`config.mk`:
```
export PLATFORM = sky130hd
export DESIGN_NAME = hub_strap_capture_port_power
export DESIGN_NICKNAME = d
export VERILOG_FILES = /design/src/hw/hub_strap_pkg.sv /design/src/hw/strap_latch.sv /design/src/hw/hub_strap_capture_port_power.sv
export SDC_FILE = /design/constraint.sdc
export NUM_CORES = 1
export LEC_CHECK = 0
export ABC_AREA = 1
export BUFFER_PORTS_ARGS = -buffer_cell sky130_fd_sc_hd__buf_4
export CORE_MARGIN = 4
export CORE_UTILIZATION = 35
export CTS_BUF_LIST = sky130_fd_sc_hd__clkbuf_4
export DETAILED_ROUTE_END_ITERATION = 16
export PLACE_DENSITY = 0.69
export SLEW_MARGIN = 20
export SYNTH_ARGS = -nofsm -noshare
export SYNTH_HDL_FRONTEND = slang
export SYNTH_SLANG_ARGS = --single-unit
```
`constraint.sdc`:
```
create_clock -name sys_clk -period 1.83 [get_ports sys_clk]
set_input_delay 0.0915 -clock sys_clk [delete_from_list [all_inputs] [get_ports sys_clk]]
set_output_delay 0.0915 -clock sys_clk [all_outputs]
set_load 0.05 [all_outputs]
```
`src/hw/hub_strap_pkg.sv`:
```
// Constants, field layout and types shared by the strap capture block.
// Assumes a single core clock domain; no bus, all control bits are ports.
package hub_strap_pkg;

    // Number of downstream ports served by the LED and strap pins
    localparam int PORT_COUNT = 2;

    // Layout of the captured strap word
    localparam int STRAP_W = 5;
    localparam int POS_POLARITY = 0;
    localparam int POS_FIXED_LO = 1;
    localparam int POS_FIXED_HI = 2;
    localparam int POS_SEL0 = 3;
    localparam int POS_SEL1 = 4;

    // Reset value of the strap latch before any capture
    localparam logic [STRAP_W-1:0] STRAP_RESET = 5'h00;

    // Captured polarity of one means an active-high power enable
    localparam logic POLARITY_HIGH = 1'b1;

    // Seven-bit slave address used when the host downloads descriptors
    localparam logic [6:0] SLAVE_ADDRESS = 7'h2C;

    // Fixed-port strap pair codes
    localparam logic [1:0] FIXED_NONE = 2'h0;
    localparam logic [1:0] FIXED_PORT1 = 2'h1;
    localparam logic [1:0] FIXED_PORTS12 = 2'h2;
    localparam logic [1:0] FIXED_BOTH_LOW = 2'h3;

    // Configuration source picked by the two select straps
    typedef enum logic [1:0] {
        CFG_SLAVE,
        CFG_DEFAULT,
        CFG_EEPROM
    } config_mode_t;

    // Select bit 1 low always means bus slave, bit 0 then ignored
    function automatic config_mode_t source_mode(input logic sel1,
                                                 input logic sel0);
        config_mode_t mode;
        mode = CFG_SLAVE;
        if (sel1 && !sel0) begin
            mode = CFG_DEFAULT;
        end else if (sel1 && sel0) begin
            mode = CFG_EEPROM;
        end
        return mode;
    endfunction

    // Which ports hold permanently attached devices for a strap pair
    function automatic logic [1:0] fixed_ports(input logic [1:0] pair);
        logic [1:0] ports;
        ports = 2'h0;
        case (pair)
            FIXED_NONE: ports = 2'h0;
            FIXED_PORT1: ports = 2'h1;
            FIXED_PORTS12: ports = 2'h3;
            FIXED_BOTH_LOW: ports = 2'h3;
            default: ports = 2'h0;
        endcase
        return ports;
    endfunction

endpackage

```
`src/hw/strap_latch.sv`:
```
// Strap latch: holds a word of strap pins taken at reset release.
// Assumes reset is asynchronous active high and straps are stable
// around the release; capture happens on the first clock edge after it.
`timescale 1ns/1ps
`default_nettype none
module strap_latch #(
    parameter int WIDTH = 5
) (
    input wire logic sys_clk,
    input wire logic reset,
    input wire logic [WIDTH-1:0] strapIn,
    output var logic [WIDTH-1:0] strapValue,
    output var logic strapValid
);

    // A strap cannot be loaded under async reset, so the first edge
    // after release takes it; later edges leave it alone until reset
    always_ff @(posedge sys_clk or posedge reset) begin
        if (reset) begin
            strapValue <= '0;
            strapValid <= 1'b0;
        end else if (!strapValid) begin
            strapValue <= strapIn;
            strapValid <= 1'b1;
        end
    end

endmodule
`default_nettype wire

```
`src/hw/hub_strap_capture_port_power.sv`:
```
// Strap capture, port power enable and port LED logic of a two-port hub.
// Assumes reset is the chip reset pin in active-high form, all inputs
// synchronous to sys_clk, and the pad ring resolving two-way pins.
//
// What this block does
// - One port power enable output, active level set by latched polarity.
// - During reset, power enable is the inactive level of the live strap.
// - Polarity strap captured at reset release, held until the next reset.
// - Captured one means active-high enable, zero means active-low enable.
// - With serial setup and LED support on, both port LEDs are active low.
// - Default setup samples the shared LED pins at release for fixed ports.
// - Pair 00: all ports removable, both LEDs active high.
// - Pair 01: port 1 fixed, LED 2 active high, LED 1 active low.
// - Pair 10: ports 1 and 2 fixed, LED 2 low, LED 1 high.
// - Pair 11: ports 1 and 2 fixed, both LEDs active low.
// - Monitor pulls overcurrent low; undriven input reads as no fault.
// - Serial clock pin read at release as setup select bit 0.
// - Select bit 1 read at release, combined with bit 0 for the method.
// - Select bit 1 low: bus slave at address 0101100, bit 0 ignored.
// - Bit 1 high: bit 0 low picks default, high picks memory load.
`timescale 1ns/1ps
`default_nettype none
module hub_strap_capture_port_power #(
    parameter int PORTS = hub_strap_pkg::PORT_COUNT
) (
    input wire logic sys_clk,
    input wire logic reset,
    input wire logic powerPolarityStrap,
    input wire logic setupSourceBit0,
    input wire logic setupSourceBit1,
    input wire logic [PORTS-1:0] fixedPortStrapIn,
    input wire logic overcurrentInLow,
    input wire logic overcurrentDriven,
    input wire logic powerRequest,
    input wire logic ledSupportEnable,
    input wire logic [PORTS-1:0] portLedOn,
    output logic portPowerEnable,
    output var logic [PORTS-1:0] portLedOut,
    output var logic [PORTS-1:0] portLedOe,
    output var logic [PORTS-1:0] nonRemovable,
    output var hub_strap_pkg::config_mode_t configMode,
    output logic [6:0] slaveAddress,
    output var logic overcurrentFault,
    output logic strapsCaptured
);

    logic [hub_strap_pkg::STRAP_W-1:0] liveStraps;
    logic [hub_strap_pkg::STRAP_W-1:0] strapValue;
    logic strapValid;
    logic capturedPolarity;
    logic [1:0] fixedPair;
    hub_strap_pkg::config_mode_t next_mode;
    logic powerOn;
    logic [PORTS-1:0] next_activeLow;
    logic next_ledDrive;
    logic overcurrentLevel;

    // Gather the straps into one word for the latch
    assign liveStraps = {setupSourceBit1, setupSourceBit0,
                         fixedPortStrapIn[1:0], powerPolarityStrap};

    // Sample all straps together on the first edge after release
    strap_latch #(
        .WIDTH(hub_strap_pkg::STRAP_W)
    ) u_strap_latch (
        .sys_clk(sys_clk),
        .reset(reset),
        .strapIn(liveStraps),
        .strapValue(strapValue),
        .strapValid(strapValid)
    );

    assign strapsCaptured = strapValid;
    assign capturedPolarity = strapValue[hub_strap_pkg::POS_POLARITY];
    assign fixedPair = strapValue[hub_strap_pkg::POS_FIXED_HI:
                                  hub_strap_pkg::POS_FIXED_LO];

    // Method from both select bits as captured
    assign next_mode = hub_strap_pkg::source_mode(
        strapValue[hub_strap_pkg::POS_SEL1],
        strapValue[hub_strap_pkg::POS_SEL0]);

    // Address is fixed; only meaningful while in slave mode
    assign slaveAddress = hub_strap_pkg::SLAVE_ADDRESS;

    // Power request is only honoured once polarity is known
    always_ff @(posedge sys_clk or posedge reset) begin
        if (reset) begin
            powerOn <= 1'b0;
        end else begin
            powerOn <= powerRequest && strapValid;
        end
    end

    // Combinational on purpose: before capture the enable must follow the
    // live strap so downstream power stays off while reset is held
    always_comb begin
        if (!strapValid) begin
            portPowerEnable = !powerPolarityStrap;
        end else if (powerOn) begin
            portPowerEnable = capturedPolarity;
        end else begin
            portPowerEnable = !capturedPolarity;
        end
    end

    // Configuration method register, settles one edge after capture
    always_ff @(posedge sys_clk or posedge reset) begin
        if (reset) begin
            configMode <= hub_strap_pkg::CFG_SLAVE;
        end else if (strapValid) begin
            configMode <= next_mode;
        end
    end

    // Fixed ports only come from straps in the default setup
    always_ff @(posedge sys_clk or posedge reset) begin
        if (reset) begin
            nonRemovable <= '0;
        end else if (strapValid && next_mode == hub_strap_pkg::CFG_DEFAULT)
        begin
            nonRemovable <= hub_strap_pkg::fixed_ports(fixedPair);
        end else begin
            nonRemovable <= '0;
        end
    end

    // LED polarity and drive: straps decide in the default setup, the
    // serial setup drives LEDs active low only while LED support is enabled
    always_comb begin
        next_activeLow = '0;
        next_ledDrive = 1'b0;
        case (next_mode)
            hub_strap_pkg::CFG_DEFAULT: begin
                next_activeLow = fixedPair;
                next_ledDrive = strapValid;
            end
            hub_strap_pkg::CFG_SLAVE,
            hub_strap_pkg::CFG_EEPROM: begin
                next_activeLow = '1;
                next_ledDrive = strapValid && ledSupportEnable;
            end
            default: begin
                next_activeLow = '0;
                next_ledDrive = 1'b0;
            end
        endcase
    end

    // Pins stay undriven in reset so the strap resistors can be read
    always_ff @(posedge sys_clk or posedge reset) begin
        if (reset) begin
            portLedOut <= '0;
            portLedOe <= '0;
        end else begin
            portLedOut <= portLedOn ^ next_activeLow;
            portLedOe <= {PORTS{next_ledDrive}};
        end
    end

    // Undriven pin floats high through the pull-up, meaning no fault
    assign overcurrentLevel = overcurrentDriven ? overcurrentInLow : 1'b1;

    // Fault flag follows the pin, low means overcurrent
    always_ff @(posedge sys_clk or posedge reset) begin
        if (reset) begin
            overcurrentFault <= 1'b0;
        end else begin
            overcurrentFault <= !overcurrentLevel;
        end
    end
endmodule
`default_nettype wire

```
==> reports/qor.csv, run 1 <==
metric,value,unit
intPower,518.5,uW
critPathSlowestCell,dfrtp_1,
antennaDiodeCount,0,
dr.pass1.iters,4,
crit_required,1.74,ns
arrival,1.31,ns
io_pins,31,
cp-end-kind,output pin,
yosys-top-cells-count,"nand2_1, dfrtp_1, inv_1",
power_density,882.8,nW/um^2
synth_edf_count,0,
die_area,2651,um^2
criticalPathCategory,reg -> out,
synth_cell_types,14,
tightest_slew,0.5468,ns
power_frac_clock,25.7,%
vias,497,
clk_path_buf_depth,2,
seqPwrFrac,47.3,%
r2r_slack,0.88,ns
dr_wl_met2,559,um
synth.avg_cell_area,9.067,um^2
drv_cap,0,
cts_resized,0,
r2r_cells,3,
switching_share,33.80,%
first_global_vias,468,
netlist_top_cells_area,"dfrtp_1, nand2_1, buf_4",
viasPerCell,3.944,
critPathLaunchType,flop,
crit_start,u_strap_latch.strapValid,
ys_warn_count,0,
root_buffer,clkbuf_4,
fin_nets,115,
met3_length,123,um
ys_seq_area_share,56.71,%
n_fill_cell,192,
worstSkewPairLatency,0.28,ns
layout.cells.non_filler,126,
cp_num_cells,3,
min_period_over_period,76.80,%
antenna_found_initial,0,
power_frac_comb,26.9,%
grt_max_degree,16,
dp_hpwl,894.3,um
drt-wirelength-per-cell,9.484,um
path_cells,"or2_2, nand2_1, buf_4",
fin_crit,1.405,ns
area_growth,34.03,%
p_leak,0.5056,nW
numCtsBuffers,3,
die_h,51.49,um
crit_buf_inv,1,
rsz0062_at_grt,false,
max_freq,0.7116,GHz
die_x,51.49,um
crit_path_end,portPowerEnable,
synthFlopType,dfrtp_1,
setup_tns,0,ns
wl_met1,495,um
routed_wl,1195,um
synth.most_common_cell,nand2_1,
netlist_area,661.9,um^2
outcome,"finished, final reports clean",
netlist_instances,73,
critPathMaxStageDelay,0.48,ns
drive_gt1_share,31.68,%
max-slew-margin-rel,63.51,%
maxUsedRoutingLayer,met4,
critPathMaxFanout,8,
routabilityCongestion,0.7812,
hold_ws,0.01137,ns
power.switching,264.7,uW
grtUsageTotal,10.16,%
cts_num_sinks,15,
core_area,1764,um^2
first_iter_violations,2,
r2r_start,u_strap_latch.strapValid,
irDropWorstVdd,0.4304,mV
cts.clk_slew.worst_paths,0.09,ns
cts_setup_buffers,0,
cp_top_family,flip-flops,
synthArstFlopShare,100.0,%
reg2reg_to,configMode[1],
hold_path.class,in -> reg,
rows,15,
grt-ovfl-total,0,
finalSetupViolations,0,
portBuffers,23,
maxSlewViolCount,0,
ys_seq_elements,15,
placed_cells,118,
yosysTopAreaCellShare,56.71,%
route.detailed.drc,0,
ant_nets,0,
synth_top_cell_by_area,dfrtp_1,
cts_tree,done,
finClkSkew,0.005768,ns
htreeDepth,1,
start_util,37.52,%
final-hold-violation-count,0,
grt_pass1_wl,1918,um
[timing repair]
action                     4_1_cts  5_1_grt
hold buffers                     4        0
setup endpoints to repair        0        0
hold endpoints to repair        18        0
[stage by stage]
stage / setup slack [ns] / cell area [um^2] / utilization (%) / total power, mW
floorplan: 0.4284 / 684.4 / - / 0.5371
global placement: 0.7597 / 817.0 / 46.31 / 0.5801
detailed placement: 0.7241 / 817.0 / 46.31 / 0.5835
CTS: 0.4072 / 887.1 / 50.28 / 0.7915
global route: 0.3295 / 887.1 / 50.28 / 0.8219
finish: 0.4246 / 887.1 / 50.28 / 0.7832
[how the worst min path moves through the flow]
stage / from / endpoint / slack [ns] / cells after the start
floorplan: reset / configMode[0] / -0.007 / 1
global placement: reset / nonRemovable[1] / 0.18 / 2
detailed placement: reset / nonRemovable[1] / 0.18 / 2
CTS: overcurrentDriven / overcurrentFault / 0.007 / 3
global route: fixedPortStrapIn[1] / u_strap_latch.strapValue[2] / 0.02 / 3
finish: overcurrentDriven / overcurrentFault / 0.01 / 3
[kinds of logic after synthesis]
family                 Yosys count  share of synthesized area [%]
other                            2                          1.135
flip-flops                      15                          56.71
buffers and inverters           21                          17.58
AO/OA/AOI/OAI                    6                          6.238
AND/OR/NAND/NOR                 29                          18.34
[layout by cell type (no fill, tap or decap)]
cell type       n
buf_4          23
nand2_1        20
dfrtp_1        15
inv_1          11
conb_1          8
nand3_1         4
clkbuf_4        4
dlygate4sd3_1   4
o21ai_2         3
nand4_1         2
nor2_1          2
o21ai_0         2
inv_2           1
a21oi_1         1
or2_2           1
[power by group through the flow]
stage               Sequential [mW]  Combinational (mW)  Clock [mW]
finish                        0.371               0.211       0.201
global route                  0.374               0.227       0.220
CTS                           0.371               0.213       0.208
detailed placement            0.378               0.206           0
global placement              0.376               0.204           0
floorplan                     0.429               0.108           0
[per-layer routing]
metal,vias up,global-route usage [%]
met5,-,0
li1,260,-
met4,0,7.860
met3,2,2.915
met2,22,14.83
met1,213,12.41
[flip-flops by register name, summed over array words and instances, names as in the netlist]
register	flops
powerOn	1
u_strap_latch.strapValid	1
nonRemovable	2
overcurrentFault	1
u_strap_latch.strapValue	5
portLedOut	2
configMode	2
portLedOe	1
[layout make-up]
cell class	count	area, um^2	area share [%]
Inverter	12	45.04	5.078
Multi-Input combinational cell	43	192.7	21.72
Clock buffer	4	30.03	3.385
Timing Repair Buffer	27	212.7	23.98
Tap cell	25	31.28	3.526
Sequential cell	15	375.4	42.31
[worst register-to-register path, cell delays in order, from the launching register on]
cell and delay, ns:
dfrtp_1 0.50, inv_2 0.17, nand2_1 0.09, o21ai_0 0.09
Note: power is estimated with default switching activity, not from simulation.
==> inputs of run 2 (changes only) <==
==> constraint.sdc (replaced) <==
create_clock -name sys_clk -period 1.3 [get_ports sys_clk]
set_input_delay 0.065 -clock sys_clk [delete_from_list [all_inputs] [get_ports sys_clk]]
set_output_delay 0.065 -clock sys_clk [all_outputs]
set_load 0.05 [all_outputs]
==> run 2 against run 1 <==
Compared with the run above: power increased by 41%; sequential share of layout area decreased by 3.1 points; first-iteration DRC count increased by 100%; count of clock-buffer cells in the layout decreased by 1; global-route usage increased by 2.2 points; worst hold slack improved by 0.0062 ns; via count increased by 11%; register-to-register slack got worse by 0.54 ns; wire length increased by 10%; highest routed layer unchanged.
==> reports/qor.csv, run 2 (same netlist as run 1, synthesis figures left out) <==
metric,value,unit,change
switching_share,34.64,%,+0.84 points
routabilityCongestion,0.7262,,-7.0%
grtUsageTotal,12.39,%,+2.2 points
hold_start,portLedOn[0],,
power_density,1150,nW/um^2,+30%
die_x,51.49,um,unchanged
place_ws,0.3371,ns,-0.3871 ns
antennaDiodeCount,0,,unchanged
antenna_found_initial,0,,unchanged
hold_path.class,in -> reg,,
finClkSkew,0.007113,ns,+0.001345 ns
max-slew-margin-rel,62.96,%,-0.55 points
cp_top_family,flip-flops,,
arrival,1.16,ns,-0.15 ns
drv_cap,0,,unchanged
r2r_cells,3,,unchanged
cts.clk_slew.worst_paths,0.09,ns,about the same
finalSetupViolations,0,,unchanged
rsz0062_at_grt,false,,
first_global_vias,566,,+21%
p_leak,0.5373,nW,+6.3%
grt-ovfl-total,0,,unchanged
placed_cells,119,,+0.85%
layout.cells.non_filler,133,,+5.6%
power_frac_clock,23.8,%,-1.9 points
final-hold-violation-count,0,,unchanged
portBuffers,23,,unchanged
final_common_cell,buf_4,,
setup_ws,0.07808,ns,-0.3466 ns
dp_hpwl,960.1,um,+7.4%
tightest_slew,0.5550,ns,+0.008200 ns
clk_path_buf_depth,2,,unchanged
first_iter_violations,4,,+2
htreeDepth,1,,unchanged
cts_num_sinks,15,,unchanged
drt-wirelength-per-cell,9.902,um,+4.4%
fin_nets,122,,+6.1%
die_area,2651,um^2,unchanged
dr_wl_met2,641,um,+15%
routed_wl,1317,um,+10%
critPathLaunchType,flop,,
grt_pass1_wl,2373,um,+24%
irDropWorstVdd,0.5761,mV,+34%
reg2reg_to,u_strap_latch.strapValue[4],,
worstSkewPairLatency,0.28,ns,about the same
maxUsedRoutingLayer,met4,,
wl_met1,523,um,+5.7%
most-common-layout-cells,"buf_4, nand2_1, dfrtp_1, inv_1, dlygate4sd3_1",,
r2r_slack,0.34,ns,-0.54 ns
core_area,1764,um^2,unchanged
regMostFlops,u_strap_latch.strapValue,,
max_freq,0.8184,GHz,
fin_crit,1.222,ns,
crit_buf_inv,1,,unchanged
criticalPathCategory,reg -> out,,
path_cells,"or2_2, nand2_2, buf_6",,
die_h,51.49,um,unchanged
numCtsBuffers,3,,unchanged
holdPathEnd,portLedOut[0],,
hold_ws,0.01754,ns,+0.006169 ns
route.detailed.drc,0,,unchanged
met3_length,111,um,-9.8%
placed_area,827.0,um^2,+1.2%
min_period_over_period,93.99,%,
seqPwrFrac,47.0,%,-0.3 points
dr.pass1.iters,4,,unchanged
viasPerCell,4.158,,+5.4%
start_util,37.52,%,unchanged
grt_max_degree,16,,unchanged
critPathMaxFanout,2,,-6
cp-end-kind,output pin,,
multiInputGateArea,195.2,um^2,+1.3%
intPower,720.7,uW,+39%
critPathMaxStageDelay,0.38,ns,-0.10 ns
design_area,958.4,um^2,+8.0%
largest_reg_flops,5,,unchanged
n_fill_cell,183,,-4.7%
vias,553,,+11%
crit_required,1.24,ns,-0.50 ns
fin_total_pwr,1.103,mW,+41%
power.switching,381.9,uW,+44%
final-seq-area,375.4,um^2,unchanged
drive_gt1_share,31.48,%,-0.20 points
r2r_start,u_strap_latch.strapValid,,
ant_nets,0,,unchanged
root_buffer,clkbuf_4,,
outcome,"finished, final reports clean",,
setup_tns,0,ns,unchanged
utilization,54.33,%,+4.0 points
cts_tree,done,,
io_pins,31,,unchanged
area_growth,44.80,%,
rows,15,,unchanged
critPathSlowestCell,dfrtp_1,,
min_path_cells,4,,+1
maxSlewViolCount,0,,unchanged
power_frac_comb,29.2,%,+2.3 points
cts_setup_buffers,0,,unchanged
-- run 2: area by class of cell --
class	count	area share [%]
sequential	15	39.16
multi-input combinational	43	20.37
timing repair buffer	34	29.63
clock inverter	1	0.5222
tap	25	3.264
inverter	12	4.700
clock buffer	3	2.350
-- run 2: worst max-delay path by stage --
| stage | end | startpoint | slack, ns | cells past startpoint |
|---|---|---|---|---|
| after global placement | portPowerEnable | u_strap_latch.strapValid | 0.37 | 3 |
| after floorplan | portPowerEnable | u_strap_latch.strapValid | 0.04 | 2 |
| final | portPowerEnable | u_strap_latch.strapValid | 0.08 | 3 |
| after global routing | portPowerEnable | u_strap_latch.strapValid | 0.02 | 3 |
| after detailed placement | u_strap_latch.strapValue[4] | u_strap_latch.strapValid | 0.34 | 3 |
| after CTS | portPowerEnable | u_strap_latch.strapValid | 0.03 | 3 |
-- run 2: power by group through the flow --
stage          logic, mW  clock network (mW)  registers, mW
2_1_floorplan      0.154                   0          0.604
3_3_place_gp       0.293                   0          0.527
3_5_place_dp       0.298                   0          0.528
4_1_cts            0.322               0.282          0.519
5_1_grt            0.348               0.299          0.524
6_report           0.322               0.262          0.518
-- run 2: what timing repair did --
action | in CTS | in global routing
hold endpoints to repair | 23 | 0
endpoints found under the setup margin | 0 | 1
hold buffers | 10 | 0
resized for setup | 0 | 1
-- run 2: worst register-to-register path: stages, from the launching register on --
cell     delay [ns]
dfrtp_1        0.38
buf_4          0.16
inv_2          0.17
o21ai_0        0.13
-- run 2: routing by layer --
| layer | vias to the layer above | GRT usage (%) |
|---|---|---|
| met5 | - | 0 |
| met4 | 0 | 9.170 |
| met3 | 5 | 2.915 |
| met2 | 24 | 20.97 |
| met1 | 250 | 13.21 |
| li1 | 274 | - |
